$ cat config.mk
export PLATFORM = sky130hd
export DESIGN_NAME = rf_synth_ctrl
export DESIGN_NICKNAME = d
export VERILOG_FILES = /design/src/hdl/rf_synth_pkg.sv /design/src/hdl/ref_delay_counter.sv /design/src/hdl/rf_synth_ctrl.sv
export SDC_FILE = /design/constraint.sdc
export NUM_CORES = 1
export LEC_CHECK = 0
export ABC_AREA = 1
export BUFFER_PORTS_ARGS = -buffer_cell sky130_fd_sc_hd__buf_4
export CORE_AREA = 2 2 104 106
export CTS_BUF_LIST = sky130_fd_sc_hd__clkbuf_8 sky130_fd_sc_hd__clkbuf_16
export DETAILED_ROUTE_END_ITERATION = 16
export DIE_AREA = 0 0 106 108
export SLEW_MARGIN = 10
export SYNTH_ARGS = -nofsm -noshare
export SYNTH_HDL_FRONTEND = slang
export SYNTH_HIERARCHICAL = 1
export SYNTH_SLANG_ARGS = --single-unit
$ cat constraint.sdc
create_clock -name clk -period 2.95 [get_ports clk]
set_input_delay 0.4425 -clock clk [delete_from_list [all_inputs] [get_ports clk]]
set_output_delay 0.4425 -clock clk [all_outputs]
set_load 0.005 [all_outputs]
$ cat src/hdl/rf_synth_pkg.sv
/*
 * Constants for the synthesizer lock and output power control block:
 * I/O register offsets, field positions, reset values and counter sizes.
 * Assumes a 6-bit-addressed I/O space of 8-bit registers reached by the processor core.
 */
package rf_synth_pkg;
  localparam int ADDR_W = 6;
  localparam int DATA_W = 8;
  localparam logic [5:0] ADDR_ATTEN = 6'h14;
  localparam logic [5:0] ADDR_TRIM = 6'h16;
  localparam logic [5:0] ADDR_LOCK_CFG = 6'h17;
  localparam int COARSE_LSB = 3;
  localparam int FINE_LSB = 0;
  localparam int WINDOW_LSB = 6;
  localparam int TRIM_SPARE_BIT = 5;
  localparam int UNLOCK_EN_BIT = 7;
  localparam int FORCE_BIT = 6;
  localparam int BLACKOUT_LSB = 3;
  localparam int SETTLE_LSB = 0;
  localparam logic [5:0] ATTEN_RESET = 6'h00;
  localparam logic [5:0] TRIM_RESET = 6'h00;
  localparam logic [7:0] LOCK_CFG_RESET = 8'h00;
  localparam logic [2:0] COARSE_MAX = 3'h5;
  localparam logic [2:0] FINE_MAX = 3'h5;
  localparam logic [5:0] COARSE_STEP_DB = 6'h06;
  localparam logic [1:0] WINDOW_INVALID = 2'h3;
  localparam int REF_CNT_W = 11;
  localparam int REF_BASE_DELAY = 8;
  typedef enum logic [1:0] {
    ST_ACQUIRE = 2'b01,
    ST_LOCKED = 2'b10
  } lock_state_e;
endpackage

$ cat src/hdl/ref_delay_counter.sv
/*
 * Reference clock delay counter: counts ref ticks up to BASE << sel.
 * Assumes tick is a one-cycle enable in the clk domain.
 */
`timescale 1ns/1ps
module ref_delay_counter #(
  parameter int CNT_W = rf_synth_pkg::REF_CNT_W,
  parameter int BASE = rf_synth_pkg::REF_BASE_DELAY
) (
  input wire logic clk,
  input wire logic rst,
  input wire logic clear,
  input wire logic tick,
  input wire logic [2:0] sel,
  output logic done
);
  logic [CNT_W-1:0] cnt_r;
  logic [CNT_W-1:0] term;

  // Doubling per code: 8, 16, ... 1024
  assign term = CNT_W'(BASE) << sel;
  // Compare with >= so a smaller selection mid-count still completes
  assign done = (cnt_r >= term);

  always_ff @(posedge clk)
  begin
    if (rst || clear)
    begin
      cnt_r <= '0;
    end
    else if (tick && !done)
    begin
      cnt_r <= cnt_r + 1'b1;
    end
  end

  // Count moves only on a reference tick, so length is measured in ref clocks
  property p_hold_between_ticks;
    @(posedge clk) disable iff (rst)
      !tick && !clear |=> cnt_r == $past(cnt_r);
  endproperty
  a_hold_between_ticks: assert property (p_hold_between_ticks)
    else $error("Delay counter moved without a reference tick");
endmodule

$ cat src/hdl/rf_synth_ctrl.sv
/*
 * Synthesizer control: output attenuation, oscillator capacitor trim with
 * control-voltage window readback, and PLL lock/unlock detection.
 * Assumes all inputs are synchronous to clk, ref_tick is a one-cycle
 * pulse per crystal reference period, and cycle_slip is a one-cycle pulse.
 */
`timescale 1ns/1ps
//
// Contract
// Coarse field steps attenuation by 6 dB, codes 0..5; 6 and 7 invalid.
// Fine field steps attenuation by 1 dB, codes 0..5; 6 and 7 invalid.
// Applied attenuation is coarse plus fine; all zeros gives full power.
// Five-bit trim switches tank capacitance linearly, 0.03 pF per step.
// Trim bits 7:6 are read-only comparators; bits 5:0 writable, reset zero.
// Window reads 00 inside, 01 below, 10 above; 11 never appears.
// Config bit 7 enables unlock detection; zero leaves it inactive.
// Config bit 6 forces lock indication high regardless of counters.
// After blackout, count slips; drop lock when slip count reached.
// Blackout length doubles per code, 8 up to 1024 reference clocks.
// Blackout clears on amp key rise if enabled, lock rise, or clear bit.
// Lock counter raises lock after counting its length uninterrupted.
// Lock counter restarts on slip, synth off, out-of-lock, low frequency.
// Lock count length doubles per code, 8 up to 1024 reference clocks.
// Slip tolerance codes 0..3 declare unlock after 1..4 slips.
// Settled status is high whenever the synthesizer is locked.
// Counters advance on reference clock; lock is registered in clk domain.
module rf_synth_ctrl (
  input wire logic clk,
  input wire logic rst,
  input wire logic [5:0] io_addr,
  input wire logic io_wr,
  input wire logic io_rd,
  input wire logic [7:0] io_wdata,
  output logic [7:0] io_rdata,
  input wire logic ref_tick,
  input wire logic cycle_slip,
  input wire logic out_of_lock,
  input wire logic ref_freq_low,
  input wire logic fb_freq_low,
  input wire logic synth_enable,
  input wire logic amp_key,
  input wire logic blackout_on_amp_start,
  input wire logic unlock_counter_clear,
  input wire logic [1:0] slip_tolerance,
  input wire logic vco_below_lower,
  input wire logic vco_above_upper,
  output logic [2:0] coarse_atten,
  output logic [2:0] fine_atten,
  output logic [5:0] atten_db,
  output logic atten_invalid,
  output logic [4:0] osc_cap_trim,
  output logic synth_locked
);
  logic [5:0] atten_r;
  logic [5:0] trim_r;
  logic [1:0] window_r;
  logic [7:0] lock_cfg_r;
  logic [7:0] rdata_nxt;
  logic [2:0] coarse_sat;
  logic [2:0] fine_sat;
  logic unlock_detect_enable;
  logic force_detect_true;
  logic [2:0] blackout_length_select;
  logic [2:0] settle_count_select;
  rf_synth_pkg::lock_state_e state_r;
  rf_synth_pkg::lock_state_e state_nxt;
  logic amp_key_q;
  logic lock_restart;
  logic lock_rise;
  logic blackout_clear;
  logic settle_done;
  logic blackout_done;
  logic slip_counted;
  logic slip_hit;
  logic [1:0] slip_cnt_r;

  assign unlock_detect_enable = lock_cfg_r[rf_synth_pkg::UNLOCK_EN_BIT];
  assign force_detect_true = lock_cfg_r[rf_synth_pkg::FORCE_BIT];
  assign blackout_length_select = lock_cfg_r[rf_synth_pkg::BLACKOUT_LSB +: 3];
  assign settle_count_select = lock_cfg_r[rf_synth_pkg::SETTLE_LSB +: 3];

  // Register writes
  always_ff @(posedge clk)
  begin
    if (rst)
    begin
      atten_r <= rf_synth_pkg::ATTEN_RESET;
      trim_r <= rf_synth_pkg::TRIM_RESET;
      lock_cfg_r <= rf_synth_pkg::LOCK_CFG_RESET;
    end
    else if (io_wr)
    begin
      if (io_addr == rf_synth_pkg::ADDR_ATTEN)
      begin
        atten_r <= io_wdata[5:0];
      end
      else if (io_addr == rf_synth_pkg::ADDR_TRIM)
      begin
        trim_r <= io_wdata[5:0];
      end
      else if (io_addr == rf_synth_pkg::ADDR_LOCK_CFG)
      begin
        lock_cfg_r <= io_wdata;
      end
    end
  end

  // Comparators are sampled every cycle; no reset, value unknown at start
  always_ff @(posedge clk)
  begin
    window_r <= {vco_above_upper, vco_below_lower};
  end

  always_comb
  begin
    rdata_nxt = 8'h00;
    if (io_addr == rf_synth_pkg::ADDR_ATTEN)
    begin
      rdata_nxt = {2'h0, atten_r};
    end
    else if (io_addr == rf_synth_pkg::ADDR_TRIM)
    begin
      rdata_nxt = {window_r, trim_r};
    end
    else if (io_addr == rf_synth_pkg::ADDR_LOCK_CFG)
    begin
      rdata_nxt = lock_cfg_r;
    end
  end

  always_ff @(posedge clk)
  begin
    if (rst)
    begin
      io_rdata <= 8'h00;
    end
    else if (io_rd)
    begin
      io_rdata <= rdata_nxt;
    end
  end

  // Invalid codes saturate to the largest valid step, never above 35 dB
  assign coarse_sat = (atten_r[5:3] > rf_synth_pkg::COARSE_MAX) ?
                      rf_synth_pkg::COARSE_MAX : atten_r[5:3];
  assign fine_sat = (atten_r[2:0] > rf_synth_pkg::FINE_MAX) ?
                    rf_synth_pkg::FINE_MAX : atten_r[2:0];

  always_ff @(posedge clk)
  begin
    if (rst)
    begin
      coarse_atten <= 3'h0;
      fine_atten <= 3'h0;
      atten_db <= 6'h00;
      atten_invalid <= 1'b0;
    end
    else
    begin
      coarse_atten <= coarse_sat;
      fine_atten <= fine_sat;
      atten_db <= {3'h0, coarse_sat} * rf_synth_pkg::COARSE_STEP_DB
                  + {3'h0, fine_sat};
      atten_invalid <= (atten_r[5:3] > rf_synth_pkg::COARSE_MAX) ||
                       (atten_r[2:0] > rf_synth_pkg::FINE_MAX);
    end
  end

  // Capacitance is the code times 0.03 pF, so the code drives the array as is
  always_ff @(posedge clk)
  begin
    if (rst)
    begin
      osc_cap_trim <= 5'h00;
    end
    else
    begin
      osc_cap_trim <= trim_r[4:0];
    end
  end

  // Lock counter restart conditions
  assign lock_restart = cycle_slip || !synth_enable || out_of_lock ||
                        ref_freq_low || fb_freq_low;

  ref_delay_counter u_settle_cnt (
    .clk(clk),
    .rst(rst),
    .clear(lock_restart),
    .tick(ref_tick),
    .sel(settle_count_select),
    .done(settle_done)
  );

  always_ff @(posedge clk)
  begin
    if (rst)
    begin
      amp_key_q <= 1'b0;
    end
    else
    begin
      amp_key_q <= amp_key;
    end
  end

  assign lock_rise = (state_r == rf_synth_pkg::ST_ACQUIRE) &&
                     (state_nxt == rf_synth_pkg::ST_LOCKED);
  assign blackout_clear = (amp_key && !amp_key_q && blackout_on_amp_start) ||
                          lock_rise || unlock_counter_clear;

  ref_delay_counter u_blackout_cnt (
    .clk(clk),
    .rst(rst),
    .clear(blackout_clear),
    .tick(ref_tick),
    .sel(blackout_length_select),
    .done(blackout_done)
  );

  assign slip_counted = cycle_slip && unlock_detect_enable && blackout_done &&
                        !unlock_counter_clear &&
                        (state_r == rf_synth_pkg::ST_LOCKED);
  assign slip_hit = slip_counted && (slip_cnt_r == slip_tolerance);

  always_ff @(posedge clk)
  begin
    if (rst || blackout_clear || state_r != rf_synth_pkg::ST_LOCKED)
    begin
      slip_cnt_r <= 2'h0;
    end
    else if (slip_counted && !slip_hit)
    begin
      slip_cnt_r <= slip_cnt_r + 2'h1;
    end
  end

  always_comb
  begin
    state_nxt = state_r;
    case (state_r)
      rf_synth_pkg::ST_ACQUIRE:
      begin
        if (settle_done && synth_enable)
        begin
          state_nxt = rf_synth_pkg::ST_LOCKED;
        end
      end
      rf_synth_pkg::ST_LOCKED:
      begin
        if (!synth_enable || slip_hit)
        begin
          state_nxt = rf_synth_pkg::ST_ACQUIRE;
        end
      end
      default:
      begin
        state_nxt = rf_synth_pkg::ST_ACQUIRE;
      end
    endcase
  end

  always_ff @(posedge clk)
  begin
    if (rst)
    begin
      state_r <= rf_synth_pkg::ST_ACQUIRE;
    end
    else
    begin
      state_r <= state_nxt;
    end
  end

  // Registered lock indication; also serves as the settled status bit
  always_ff @(posedge clk)
  begin
    if (rst)
    begin
      synth_locked <= 1'b0;
    end
    else
    begin
      synth_locked <= (state_r == rf_synth_pkg::ST_LOCKED) ||
                      force_detect_true;
    end
  end

  property p_force_lock;
    @(posedge clk) disable iff (rst)
      force_detect_true |=> synth_locked;
  endproperty
  a_force_lock: assert property (p_force_lock)
    else $error("Forced lock did not show on lock output");

  property p_unlock_disabled;
    @(posedge clk) disable iff (rst)
      (state_r == rf_synth_pkg::ST_LOCKED && !unlock_detect_enable && synth_enable)
      |=> (state_r == rf_synth_pkg::ST_LOCKED);
  endproperty
  a_unlock_disabled: assert property (p_unlock_disabled)
    else $error("Lock dropped while unlock detection was off");

  property p_window_valid;
    @(posedge clk) disable iff (rst)
      (vco_above_upper && vco_below_lower) == 1'b0 |=>
      window_r != rf_synth_pkg::WINDOW_INVALID;
  endproperty
  a_window_valid: assert property (p_window_valid)
    else $error("Window field reads invalid code");

  property p_atten_sum;
    @(posedge clk) disable iff (rst)
      (atten_r[5:3] <= rf_synth_pkg::COARSE_MAX && atten_r[2:0] <= rf_synth_pkg::FINE_MAX)
      |=> atten_db == 6'($past(atten_r[5:3]) * 6 + $past(atten_r[2:0]));
  endproperty
  a_atten_sum: assert property (p_atten_sum)
    else $error("Applied attenuation is not coarse plus fine");

  property p_atten_invalid;
    @(posedge clk) disable iff (rst)
      (atten_r[5:4] == 2'h3 || atten_r[2:1] == 2'h3) |=> atten_invalid;
  endproperty
  a_atten_invalid: assert property (p_atten_invalid)
    else $error("Invalid attenuation code not flagged");

  property p_trim_follows;
    @(posedge clk) disable iff (rst)
      io_wr && io_addr == rf_synth_pkg::ADDR_TRIM |-> ##2 osc_cap_trim == $past(io_wdata[4:0], 2);
  endproperty
  a_trim_follows: assert property (p_trim_follows)
    else $error("Trim code did not reach capacitor array");

  property p_trim_reset;
    @(posedge clk) rst |=> trim_r == rf_synth_pkg::TRIM_RESET;
  endproperty
  a_trim_reset: assert property (p_trim_reset)
    else $error("Trim register not cleared by reset");

  property p_lock_rise;
    @(posedge clk) disable iff (rst)
      $rose(state_r == rf_synth_pkg::ST_LOCKED) |-> $past(settle_done && synth_enable);
  endproperty
  a_lock_rise: assert property (p_lock_rise)
    else $error("Lock rose before lock count completed");

  property p_unlock_cause;
    @(posedge clk) disable iff (rst)
      $fell(state_r == rf_synth_pkg::ST_LOCKED) |-> $past(!synth_enable || slip_hit);
  endproperty
  a_unlock_cause: assert property (p_unlock_cause)
    else $error("Lock dropped without enough counted slips");

  property p_blackout_clear;
    @(posedge clk) disable iff (rst)
      unlock_counter_clear |=> !blackout_done;
  endproperty
  a_blackout_clear: assert property (p_blackout_clear)
    else $error("Blackout counter not held clear");

  property p_synth_off;
    @(posedge clk) disable iff (rst)
      !synth_enable |-> ##2 (!synth_locked || $past(force_detect_true));
  endproperty
  a_synth_off: assert property (p_synth_off)
    else $error("Lock held with synthesizer disabled");
endmodule

# After elaboration in Yosys (flattened, before gate mapping)
# Index checks and enable logic that the tools add are counted.
[word_totals] ff_bits=76 output_inout_bits=27 in_bits=31 word_cells=78
[op_classes] muxes=8 n_reduce_logical=33 order_cmp=4 n_shift=2 add_sub_neg=4 multipliers=1 n_eq_ne=8 bitwise_logic=2
[op_table] operator="8-bit two-way mux" n=3
[op_table] operator="11-bit by 1-bit adder with 11-bit output, second input constant" n=2
[op_table] operator="11-bit greater-or-equal comparator" n=2
[op_table] operator="4-bit by 3-bit << shifter with 11-bit output, first input constant" n=2
[op_table] operator="6-bit by 5-bit equality test with 1-bit output, second input constant" n=3
[op_table] operator="1-bit logical AND" n=12
[op_table] operator="1-bit logical OR" n=12
[op_table] operator="6-bit by 3-bit adder with 6-bit output" n=1
[op_table] operator="3-bit greater-than comparator, second input constant" n=2
[op_table] operator="1-bit logical NOT" n=6
[op_table] operator="3-bit two-way mux" n=2
[op_table] operator="3-bit by 2-bit multiplier with 5-bit output, second input constant" n=1
[op_table] operator="2-bit equality test, second input constant" n=2
[op_table] operator="2-bit two-way mux" n=2
[op_table] operator="2-bit one-hot mux with 2 select lines" n=1
[op_table] operator="4-bit AND reduction" n=1
[op_table] operator="3-bit AND reduction" n=1
[op_table] operator="2-bit by 1-bit adder with 2-bit output, second input constant" n=1
[op_table] operator="2-bit by 1-bit equality test with 1-bit output, second input constant" n=1
[op_table] operator="2-bit equality test" n=1
[op_table] operator="2-bit inequality test, second input constant" n=1
[op_table] operator="1-bit NOT" n=2
[op_table] operator="2-bit AND reduction" n=1

# Longest topological paths before layout
# Gate-level depths: netlist of run 1.
[logic_depth] word_depth=15 mapped_depth=22 mapped_depth_nobuf=21

# Cells and area by module
# The synthesis of run 1 kept the hierarchy.
[by_module_without_submodules] module="rf_synth_ctrl" area_each_um2=2278.4 n_inst=1 cells_each=279 seq_area_each_um2=1061.0
[by_module_without_submodules] module="ref_delay_counter" area_each_um2=884.6 n_inst=2 cells_each=139 seq_area_each_um2=220.2

# Worst setup path after synthesis of run 1
# Ideal clock, no wire load.
[synth_path] path_type="register -> register" from="reg lock_cfg_r[5]" to="reg u_blackout_cnt.cnt_r[7]" n_path_buf=1 stages_incl_launch_ff=20 slack_ns=0.469 arrival_time_ns=2.416 setup_time_ns=0.064 t_required_ns=2.886 path_cell_list="dfxtp_1 > nand3_1 > ha_1 > nand2_2 > nor2_2 > nand2_2 > nand3_4 > nand3_1 > nor2_2 > nand3_1 > nand3_1 > nand2_1 > nand2_1 > nor2_1 > nand2_1 > nand2_1 > nor2_1 > clkbuf_1 > o21ai_0 > nor2_1"
[synth_via] elab_chain_cells=14
[synth_lines] item="from (decl)" line="rf_synth_ctrl.sv:57" rtl="logic [7:0] lock_cfg_r;"
[synth_lines] item="from (signal assigned)" line="rf_synth_ctrl.sv:89" rtl="lock_cfg_r <= rf_synth_pkg::LOCK_CFG_RESET;"
[synth_lines] item="from (signal assigned)" line="rf_synth_ctrl.sv:103" rtl="lock_cfg_r <= io_wdata;"
[synth_lines] item="4-bit by 3-bit << shifter with 11-bit output" line="ref_delay_counter.sv:21" rtl="assign term = CNT_W'(BASE) << sel;"
[synth_lines] item="11-bit greater-or-equal comparator" line="ref_delay_counter.sv:23" rtl="assign done = (cnt_r >= term);"
[synth_lines] item="via blackout_done" line="rf_synth_ctrl.sv:72" rtl="logic blackout_done;"
[synth_lines] item="1-bit logical AND (2 in a row)" line="rf_synth_ctrl.sv:221" rtl="assign slip_counted = cycle_slip && unlock_detect_enable && blackout_done &&"
[synth_lines] item="1-bit logical AND" line="rf_synth_ctrl.sv:222" rtl="!unlock_counter_clear &&"
[synth_lines] item="1-bit logical AND" line="rf_synth_ctrl.sv:224" rtl="assign slip_hit = slip_counted && (slip_cnt_r == slip_tolerance);"
[synth_lines] item="1-bit logical OR" line="rf_synth_ctrl.sv:251" rtl="if (!synth_enable || slip_hit)"
[synth_lines] item="2-bit two-way mux" line="rf_synth_ctrl.sv:251"
[synth_lines] item="2-bit one-hot mux with 2 select lines" line="rf_synth_ctrl.sv:241" rtl="case (state_r)"
[synth_lines] item="2-bit equality test" line="rf_synth_ctrl.sv:208" rtl="(state_nxt == rf_synth_pkg::ST_LOCKED);"
[synth_lines] item="1-bit logical AND" line="rf_synth_ctrl.sv:207" rtl="assign lock_rise = (state_r == rf_synth_pkg::ST_ACQUIRE) &&"
[synth_lines] item="1-bit logical OR" line="rf_synth_ctrl.sv:209" rtl="assign blackout_clear = (amp_key && !amp_key_q && blackout_on_amp_start) ||"
[synth_lines] item="1-bit logical OR" line="rf_synth_ctrl.sv:210" rtl="lock_rise || unlock_counter_clear;"
[synth_lines] item="via blackout_clear" line="rf_synth_ctrl.sv:70" rtl="logic blackout_clear;"
[synth_lines] item="1-bit logical OR" line="ref_delay_counter.sv:27" rtl="if (rst || clear)"
[synth_lines] item="to (signal assigned)" line="ref_delay_counter.sv:33" rtl="cnt_r <= cnt_r + 1'b1;"
[synth_lines] item="to (decl)" line="ref_delay_counter.sv:17" rtl="logic [CNT_W-1:0] cnt_r;"
# The timed path passes the listed nets, and every way through them passes these cells.
# A chain may end at the register's enable or synchronous reset.

# Worst setup path after layout of run 1
[layout_path] from="reg lock_cfg_r[4]" to="reg u_blackout_cnt.cnt_r[3]"
# The elaborated chain is that of the path after synthesis.

==> results of run 1 <==
-- per-stage QoR --
step	total power [W]	instance area (sq um)	worst slack (ns)	TNS, ns	utilization (%)
after detailed placement	0.001208	4573	0.2894	0	44.70
after global routing	0.002213	4853	-0.08652	-0.08652	47.44
after CTS	0.002147	4807	0.2761	0	46.99
final	0.002121	4853	0.2429	0	47.44
after global placement	0.001204	4573	0.4142	0	44.70
after floorplan	0.001141	4048	0.4693	0	-
-- placed cells by master, fill, tap and decap left out, types with 3 or more instances in the layout --
master	netlist	routed
o22ai_1	5	5
o21ai_0	30	30
o21ai_1	4	4
nor2_1	93	92
a21oi_1	26	26
dfxtp_1	75	74
inv_2	4	5
xor2_1	6	6
nand4_1	11	11
clkbuf_8	0	10
nand2_1	98	98
nand3_1	32	32
nand2_2	9	9
nor3_1	4	4
o21bai_1	4	4
o221a_2	3	3
inv_1	86	85
ha_1	27	27
a211oi_2	7	7
buf_4	1	63
nor2_2	3	4
nand3_4	3	3
-- path summary, 6_finish.rpt --
path	from	end	cells past startpoint
worst min-delay path	vco_above_upper	window_r[1]	1
worst max-delay path	lock_cfg_r[4]	u_blackout_cnt/cnt_r[3]	19
worst max register to register	lock_cfg_r[4]	u_blackout_cnt/cnt_r[3]	19
worst min register to register	trim_r[0]	osc_cap_trim[0]	2
-- what timing repair did --
| action | CTS | global route |
|---|---|---|
| endpoints found under the hold margin | 0 | 0 |
| gates resized for setup | 0 | 4 |
| buffers inserted | 0 | 5 |
| endpoints found under the setup margin | 0 | 9 |
-- power by group --
| part | total, W | leakage, nW | switching [W] | internal, W |
|---|---|---|---|---|
| clock network | 0.000934 | 0.115 | 0.000424 | 0.000510 |
| logic | 0.000151 | 1.38 | 0.0000849 | 0.0000657 |
| registers | 0.00104 | 0.607 | 0.0000102 | 0.00103 |
| total | 0.00212 | 2.11 | 0.000519 | 0.00160 |
-- worst max-delay path: stages (launching register included) --
cell and delay [ns]:
dfxtp_1 0.43, nand3_1 0.12, ha_1 0.32, nand2_2 0.07
nor2_2 0.15, nand2_2 0.13, nand3_4 0.15, nand3_1 0.10
nor2_2 0.15, nand3_1 0.11, nand3_1 0.08, nand2_1 0.05
nand2_1 0.07, nor2_1 0.04, nand2_1 0.07, nand2_1 0.07
nor2_2 0.13, buf_4 0.16, o21ai_0 0.10, a21oi_1 0.14
-- sequential cells by signal, summed over array words and instances, names as in the netlist, 2 cells and up --
| signal | count |
|---|---|
| u_blackout_cnt/cnt_r | 11 |
| u_settle_cnt/cnt_r | 11 |
| io_rdata | 8 |
| lock_cfg_r | 8 |
| atten_r | 6 |
| trim_r | 6 |
| atten_db | 5 |
| osc_cap_trim | 5 |
| coarse_atten | 3 |
| fine_atten | 3 |
| slip_cnt_r | 2 |
| state_r | 2 |
| window_r | 2 |
-- per-layer routing --
metal / global-route usage [%] / routed length [um]
met2: 26.77 / 4105
met5: 0 / 0
met4: 6.767 / 99
met1: 21.99 / 4388
met3: 3.134 / 468
-- cell families (layout without fill, tap and decap cells) --
kind of cell	count (synthesis)	in the layout	synth area share, %
buffers and inverters	104	170	10.32
flip-flops	75	75	37.09
AO/OA/AOI/OAI	82	82	12.89
XOR/XNOR	8	8	1.731
adder cells (fa/ha/maj)	29	29	9.335
AND/OR/NAND/NOR	259	259	28.62
-- area by class of cell --
cell class | instances | area, sq um
Inverter | 90 | 337.8
Multi-Input combinational cell | 378 | 2131
Timing Repair Buffer | 64 | 478.0
Sequential cell | 75 | 1503
Tap cell | 136 | 170.2
Clock inverter | 6 | 96.34
Clock buffer | 10 | 137.6
Fill cell | 1017 | 5378
==> impl_metrics.csv, run 1 <==
group,metric,value,unit
yosys,yosys.area.top_type,"dfxtp_1",
yosys,synth_most_common_cell,"nand2_1",
cts,clock_latency,0.35,ns
floorplanning,start_util,39.56,%
worst_setup_path,arrival,2.98,ns
timing,hold_slack,0.1924,ns
yosys,synth_area_per_cell,7.267,sq um
floorplanning,io_pins,58,
placement,hpwl,6750,um
routing,wl,9061,um
placement,io_buffer_count,57,
routing,ant_nets,0,
cells_and_area,diodes,0,
timing,setup-violations-final,0,
yosys,synth_edf_count,0,
yosys,ys.warnings.count,6,
timing,hold_viol,0,
routing,first_pass_iters,5,
grt,grt_pass1_vias,3433,
power,ir_worst_vdd,0.2490,mV
routing,route.detailed.drc,0,
worst_setup_path,critical_path_peak_fanout,7,
cts,numCtsBuffers,9,
floorplanning,core,0.01023,sq mm
floorplanning,design.die.area,0.01145,sq mm
routing,routedWlPerCell,11.94,um
yosys,synthCells,557,
routing,vias,3627,
grt,grt-ovfl-total,0,
cts,cts_tree,"built",
placement,gp_congestion,0.8081,
timing,skew,0.01188,ns
yosys,synth-seq-area-share,37.09,%
yosys,syn_nets,617,
floorplanning,rows,37,
yosys,synth.distinct_cells,32,
grt,track_usage,16.60,%
timing,fin_crit_sh,91.77,%
yosys,netlist_top_cells_count,"nand2_1 (98), nor2_1 (93), inv_1 (86)",
floorplanning,die_width,106,um
worst_setup_path,critPathLaunchType,"flip-flop",
cts,path_clk_slew,0.09,ns
worst_setup_path,end_kind,"flip-flop",
cts,root_buffer,"clkbuf_8",
timing,slew_violations,0,
cells_and_area,area_growth,19.91,%
worst_setup_path,worstPathRequired,3.22,ns
status,status,"completed",
yosys,yosys_most_used_dff,"dfxtp_1",
timing,slew_headroom,51.74,%
power,power_leakage,2.106,nW
cells_and_area,fin_nets,678,
routing,avgViaCountPerCell,4.779,
timing,min_period,2.707,ns
yosys,yosys-top-cells-area,"dfxtp_1 (37%), nand2_1 (9.1%), nor2_1 (8.6%)",
grt,grt_antenna_before_repair,0,
placement,dpl.cell_count,737,
cts,cts.sinks,75,
cts,htreeDepth,3,
timing,fmax,369.4,MHz
power,power_density,437.1,mW/mm^2
grt,grt_first_pass_wirelength,15440,um
yosys,synth_top_area_share,37.09,%
yosys,ys_ff_latch,75,
cells_and_area,layout.cells.non_filler,759,
routing,drtIter0Drc,185,
timing,tightest_slew,0.7213,ns
min_path,hold_class,"in -> reg",
worst_setup_path,worstSetupPathType,"reg -> reg",
run,max_cap_violations,0,
grt,grt_max_degree,33,
cts,cts_max_path_buffers,2,
floorplanning,fp.dieH,108,um
yosys,async_flop_share,0,%
cts,holdBufCountCts,0,
cells_and_area,layout-drive-gt1-share,19.10,%
yosys,syn-cell-area,0.004048,sq mm
worst_setup_path,reg2reg_setup_slack,0.24,ns
Power figures use the tool's default switching activity.
==> run 2: changes to the inputs <==
--- a/config.mk
+++ b/config.mk
@@ -6,13 +6,12 @@
 export NUM_CORES = 1
 export LEC_CHECK = 0
 export ABC_AREA = 1
-export BUFFER_PORTS_ARGS = -buffer_cell sky130_fd_sc_hd__buf_4
-export CORE_AREA = 2 2 104 106
+export CORE_AREA = 2 2 116 90
 export CTS_BUF_LIST = sky130_fd_sc_hd__clkbuf_8 sky130_fd_sc_hd__clkbuf_16
 export DETAILED_ROUTE_END_ITERATION = 16
-export DIE_AREA = 0 0 106 108
+export DIE_AREA = 0 0 118 92
+export DONT_BUFFER_PORTS = 1
 export SLEW_MARGIN = 10
 export SYNTH_ARGS = -nofsm -noshare
 export SYNTH_HDL_FRONTEND = slang
-export SYNTH_HIERARCHICAL = 1
 export SYNTH_SLANG_ARGS = --single-unit
==> run 2 against run 1 <==
Compared with the run above:
- sequential power about the same
- total power up 11%
- cell count shrank 19%
- via count fell by 19%
- register-to-register slack better by 0.51 ns
- combinational power shrank 41%
- utilization decreased by 4.6 points
- global-route usage decreased by 0.45 points
- critical endpoint is now u_blackout_cnt.cnt_r[9]
- largest cell class unchanged
- largest power group is now clock
- highest routed layer unchanged
==> impl_metrics.csv, run 2 <==
group,metric,value,unit
routing,drtIter0Drc,140,
yosys,synth_area_per_cell,7.942,sq um
floorplanning,start_util,38.39,%
worst_setup_path,worstPathRequired,3.17,ns
worst_setup_path,slowest_delay,0.34,ns
cells_and_area,layout-drive-gt1-share,12.27,%
floorplanning,rows,32,
yosys,async_flop_share,0,%
yosys,synth.distinct_cells,36,
routing,avgViaCountPerCell,4.788,
routing,wl,8114,um
yosys,synthMuxAreaShare,0.2637,%
worst_setup_path,worst_path_most_repeated_cell,"nand2_1",
floorplanning,io_pins,58,
cts,path_clk_slew,0.06,ns
cts,cts_max_path_buffers,2,
grt,grt-ovfl-total,0,
yosys,yosys.area.top_type,"dfxtp_1",
timing,fin_crit_sh,74.56,%
cells_and_area,diodes,0,
timing,setup-violations-final,0,
power,ir_worst_vdd,0.2439,mV
cells_and_area,largestRegisters,"u_blackout_cnt.cnt_r x11, u_settle_cnt.cnt_r x11",
yosys,ys_ff_latch,75,
yosys,synth_top_family_by_area,"simple AND/OR/NAND/NOR gates",
yosys,synth_fa_ha_area_share,9.954,%
routing,vias,2954,
placement,io_buffer_count,0,
grt,grt_antenna_before_repair,0,
cts,cts.sinks,75,
floorplanning,design.die.area,0.01086,sq mm
power,power_leakage,1.654,nW
yosys,ys.warnings.count,0,
worst_setup_path,r2r_end,"u_blackout_cnt.cnt_r[9]",
yosys,synth_compound_area_share,13.55,%
placement,hpwl,6258,um
cts,root_buffer,"clkbuf_16",
cts,post_cts_buffers,0,
cts,cts_resized,0,
cts,holdBufCountCts,0,
timing,rsz0062_at_grt,"no",
worst_setup_path,critical_path_peak_fanout,11,
placement,gp_congestion,0.7663,
cells_and_area,final_cell_mix,"inv_1 (75), dfxtp_1 (75), nand2_1 (55), a21oi_1 (53), nor2_1 (35)",
yosys,synth_edf_count,0,
floorplanning,fp.dieH,92,um
cts,numCtsBuffers,9,
worst_setup_path,worstSetupPathType,"reg -> reg",
cells_and_area,fin_nets,536,
routing,ant_nets,0,
yosys,netlist_top_cells_count,"dfxtp_1 (75), inv_1 (75), nand2_1 (55)",
cells_and_area,design_area,0.004238,sq mm
min_path,hold_start,"vco_below_lower",
timing,hold_viol,0,
min_path,hold_class,"in -> reg",
worst_setup_path,rr_startpoint,"lock_cfg_r[5]",
cts,htreeDepth,3,
yosys,syn-cell-area,0.003796,sq mm
timing,skew,0.005356,ns
min_path,min_to,"window_r[0]",
timing,slew_headroom,51.78,%
yosys,yosys_most_used_dff,"dfxtp_1",
floorplanning,core,0.009889,sq mm
power,power_density,553.4,mW/mm^2
min_path,min_path_cells,0,
yosys,synth_xor_area_share,3.461,%
worst_setup_path,arrival,2.42,ns
worst_setup_path,critPathLaunchType,"flip-flop",
grt,track_usage,16.15,%
worst_setup_path,reg2reg_setup_slack,0.75,ns
yosys,synth_top_area_share,39.55,%
yosys,synth-simple-area-share,23.90,%
yosys,yosys-top-cells-area,"dfxtp_1 (40%), ha_1 (8.9%), inv_1 (7.4%)",
yosys,synth-seq-area-share,39.55,%
timing,tightest_slew,0.7225,ns
cts,clock_latency,0.34,ns
yosys,synthCells,478,
worst_setup_path,end_kind,"flip-flop",
timing,slew_violations,0,
cts,cts_tree,"built",
timing,final.setup.tns,0,ns
grt,grt_max_degree,31,
cells_and_area,area_growth,11.63,%
routing,route.detailed.drc,0,
timing,hold_slack,0.1263,ns
worst_setup_path,path_cells,"inv_1, nand3_1, ha_1, nand2_1, inv_1, nand2_1, nand2_1, nand2_1, nand3_4, nand3_2, nand3_1, nand2_2, nand4_2, nand2_2, nor2_1",
floorplanning,die_width,118,um
status,status,"completed",
routing,routedWlPerCell,13.15,um
timing,min_period,2.200,ns
grt,grt_first_pass_wirelength,13730,um
worst_setup_path,crit_slowest_cell,"dfxtp_1",
grt,grt_pass1_vias,2835,
yosys,syn_nets,538,
run,max_cap_violations,0,
routing,first_pass_iters,4,
timing,fmax,454.6,MHz
worst_setup_path,r2r_cells,15,
worst_setup_path,critPathLaunch,"lock_cfg_r[5]",
placement,dpl_cell_area,0.003905,sq mm
[run 2: cell types whose count changed after synthesis, sizes merged, moves of 6 or more]
| cell | before | now |
|---|---|---|
| a21oi | 28 | 54 |
| nor2 | 98 | 53 |
| nand3 | 35 | 28 |
| nand2 | 107 | 63 |
| inv | 90 | 78 |
| a211oi | 7 | 1 |
[run 2: metrics by stage]
stage | utilization [%] | setup slack, ns | power (W) | cells
2_1_floorplan | - | 1.047 | 0.001137 | 478
3_5_place_dp | 39.49 | 0.7616 | 0.001147 | 601
5_1_grt | 42.85 | 0.4832 | 0.002433 | 617
6_report | 42.85 | 0.7504 | 0.002345 | 617
3_3_place_gp | 39.49 | 0.7946 | 0.001145 | 601
4_1_cts | 42.85 | 0.7393 | 0.002371 | 617
[run 2: area by class of cell]
class	instances	area [sq um]
flip-flops and latches	75	1501
multi-input cells	312	1941
clock inverters	6	93.84
clock buffers	10	239.0
inverters	78	292.8
well taps	136	170.2
fillers	1011	5652
[run 2: metal layers]
metal  global-route usage [%]  vias up  wire (um)
met2                    24.61       59       3496
li1                         -     1550          -
met3                    6.157       10        476
met4                    6.526        0        115
met5                        0        -          0
met1                    20.60     1335       4026
[run 2: logic make-up (layout without fill, tap and decap cells)]
| group | count (synthesis) | count (layout) |
|---|---|---|
| DFF | 75 | 75 |
| AOI/OAI and AO/OA | 98 | 98 |
| adders and majority gates | 29 | 29 |
| xor gates and xnor gates | 15 | 15 |
| buffers and inverters | 91 | 94 |
| muxes | 1 | 1 |
| and+or+nand+nor | 169 | 169 |
[run 2: power breakdown]
part | total (W) | switching [W] | internal [W]
Combinational | 0.0000893 | 0.0000604 | 0.0000289
Clock | 0.00122 | 0.000448 | 0.000772
Sequential | 0.00104 | 0.00000910 | 0.00103
Total | 0.00235 | 0.000517 | 0.00183
[run 2: worst max path at each step]
stage / endpoint / slack [ns] / cells after the start
after floorplan: u_blackout_cnt.cnt_r[4] / 1.05 / 16
after global placement: u_blackout_cnt.cnt_r[9] / 0.79 / 15
after detailed placement: u_settle_cnt.cnt_r[10] / 0.76 / 11
after CTS: u_blackout_cnt.cnt_r[9] / 0.74 / 15
after global routing: u_settle_cnt.cnt_r[10] / 0.48 / 11
final: u_blackout_cnt.cnt_r[9] / 0.75 / 15
[run 2: critical path: cells and delay by family (launching register included)]
family        cells  cell delay, ns
simple gates     12            1.20
fa+ha+maj         1            0.33
flops             1            0.34
buf+inv           2            0.21
==> run 3: changes to the inputs <==
==> constraint.sdc (replaced) <==
create_clock -name clk -period 2.25 [get_ports clk]
set_input_delay 0.3375 -clock clk [delete_from_list [all_inputs] [get_ports clk]]
set_output_delay 0.3375 -clock clk [all_outputs]
set_load 0.005 [all_outputs]
==> run 3 against run 2 <==
Compared with the run above:
- die area unchanged
- hold slack got worse by 0.11 ns
- non-clock buffer count increased by 10
- register-to-register slack got worse by 0.56 ns
- sequential power grew 31%
- sequential share of layout area is 0.74 points lower
- critical path type unchanged
- largest power group unchanged
==> impl_metrics.csv, run 3 (synthesis results as in run 2) <==
group,metric,value,unit
cts,cts_tree,"built",
routing,first_pass_iters,4,
grt,grt_first_pass_wirelength,13640,um
cts,root_buffer,"clkbuf_16",
routing,routedWlPerCell,13.22,um
cells_and_area,design_area,0.004328,sq mm
floorplanning,die_width,118,um
grt,grt_pass1_vias,2820,
worst_setup_path,worstSetupPathType,"reg -> reg",
worst_setup_path,end_kind,"flip-flop",
floorplanning,rows,32,
placement,io_buffer_count,0,
cts,cts_max_path_buffers,2,
grt,grt-ovfl-total,0,
routing,vias,3037,
timing,slew_headroom,52.45,%
placement,dp_slack,0.01546,ns
cells_and_area,largestRegisters,"u_blackout_cnt.cnt_r x11, u_settle_cnt.cnt_r x11",
routing,drtIter0Drc,143,
cts,htreeDepth,3,
status,status,"completed",
cts,clock_latency,0.34,ns
power,power_density,687.4,mW/mm^2
cells_and_area,layout-drive-gt1-share,15.85,%
min_path,hold_class,"in -> reg",
routing,wl,8301,um
power,ir_worst_vdd,0.4213,mV
worst_setup_path,r2r_cells,14,
cells_and_area,diodes,0,
placement,gp_congestion,0.7683,
timing,setup-violations-final,0,
floorplanning,core,0.009889,sq mm
worst_setup_path,critPathLaunchType,"flip-flop",
grt,track_usage,16.03,%
floorplanning,io_pins,58,
cts,numCtsBuffers,9,
timing,slew_violations,0,
floorplanning,fp.dieH,92,um
timing,fmax,485.3,MHz
worst_setup_path,cp_num_cells,14,
routing,route.detailed.drc,0,
worst_setup_path,slowest_delay,0.35,ns
grt,grt_antenna_before_repair,0,
worst_setup_path,reg2reg_setup_slack,0.19,ns
worst_setup_path,worst_path_most_repeated_cell,"nand2_2",
cts,holdBufCountCts,0,
min_path,min_path_cells,0,
grt,grt_max_degree,31,
timing,worst_slack,0.1893,ns
timing,min_period,2.061,ns
routing,avgViaCountPerCell,4.836,
placement,dpl_cell_area,0.003920,sq mm
worst_setup_path,r2r_end,"u_blackout_cnt.cnt_r[9]",
worst_setup_path,crit_slowest_cell,"dfxtp_1",
timing,tightest_slew,0.7125,ns
run,max_cap_violations,0,
timing,fin_crit_sh,91.59,%
routing,ant_nets,0,
power,power_leakage,1.690,nW
floorplanning,start_util,38.39,%
placement,hpwl,6301,um
worst_setup_path,critical_path_peak_fanout,6,
cells_and_area,area_growth,14.01,%
worst_setup_path,path_delay_family,"simple AND/OR/NAND/NOR gates",
worst_setup_path,critPathLaunch,"lock_cfg_r[2]",
cells_and_area,final_cell_mix,"dfxtp_1 (75), inv_1 (69), nand2_1 (55), a21oi_1 (53), nor2_1 (33)",
cells_and_area,fin_nets,547,
worst_setup_path,path_cells,"inv_2, nand3_1, ha_1, nand2_1, nor2_1, nand2_2, nand3_2, nand2_2, nand2_1, nand2_2, nor2_4, nand4_4, nand2_4, nor2_1",
worst_setup_path,cp.buffers_inverters,1,
worst_setup_path,worstPathRequired,2.48,ns
cells_and_area,layout_commonest_cell,"dfxtp_1",
cts,path_clk_slew,0.06,ns
cts,cts.sinks,75,
floorplanning,design.die.area,0.01086,sq mm
worst_setup_path,arrival,2.29,ns
timing,hold_viol,0,
worst_setup_path,rr_startpoint,"lock_cfg_r[2]",
timing,skew,0.006683,ns
worst_setup_path,worstSetupEndpoint,"u_blackout_cnt.cnt_r[9]",
run 3: cell count changes in the layout (fill, tap and decap cells not counted), sizes merged:
| cell | delta |
|---|---|
| buf | +10 |
| nand2 | +1 |
| bufinv | -1 |
| clkinv | +1 |
| clkinvlp | +1 |
| clkbuf | -1 |
run 3: where the power goes:
group          switching, W  internal (W)
clock network      0.000608      0.000875
logic             0.0000886     0.0000449
registers         0.0000126       0.00135
total              0.000709       0.00227
run 3: layer usage:
metal / up-vias / wire (um) / track usage [%]
met5: - / 0 / 0
met4: 0 / 112 / 5.422
met3: 9 / 567 / 6.468
met2: 57 / 3628 / 23.84
met1: 1390 / 3993 / 21.08
li1: 1581 / - / -
run 3: how the worst min path moves through the flow:
| stage | start | end | slack [ns] |
|---|---|---|---|
| finish | vco_below_lower | window_r[0] | 0.02 |
| global route | vco_below_lower | window_r[0] | 0.002 |
| CTS | vco_above_upper | window_r[1] | 0.008 |
| detailed placement | vco_above_upper | window_r[1] | 0.37 |
| global placement | vco_above_upper | window_r[1] | 0.37 |
| floorplan | vco_below_lower | window_r[0] | 0.37 |
run 3: area by class of cell:
| cell class | instances | area (sq um) |
|---|---|---|
| clock buffers | 9 | 225.2 |
| multi-input cells | 313 | 1981 |
| well taps | 136 | 170.2 |
| clock inverters | 7 | 82.58 |
| flip-flops and latches | 75 | 1501 |
| repair buffers | 10 | 75.07 |
| inverters | 78 | 292.8 |
| fillers | 1020 | 5562 |
run 3: per-stage QoR:
stage,utilization [%],setup TNS [ns],power (W),std cells,hold WS [ns]
finish,43.76,0,0.002975,628,0.01787
global route,43.76,-0.008770,0.003087,628,0.001522
CTS,42.80,0,0.002992,619,0.007620
detailed placement,39.64,0,0.001506,603,0.3653
global placement,39.64,0,0.001503,603,0.3653
floorplan,-,0,0.001490,478,0.3652
run 3: timing repair:
action | in CTS | in global routing
gates cloned | 0 | 1
resized for setup | 1 | 13
pin swaps | 0 | 3
setup endpoints to repair | 1 | 17
buffers inserted | 0 | 8
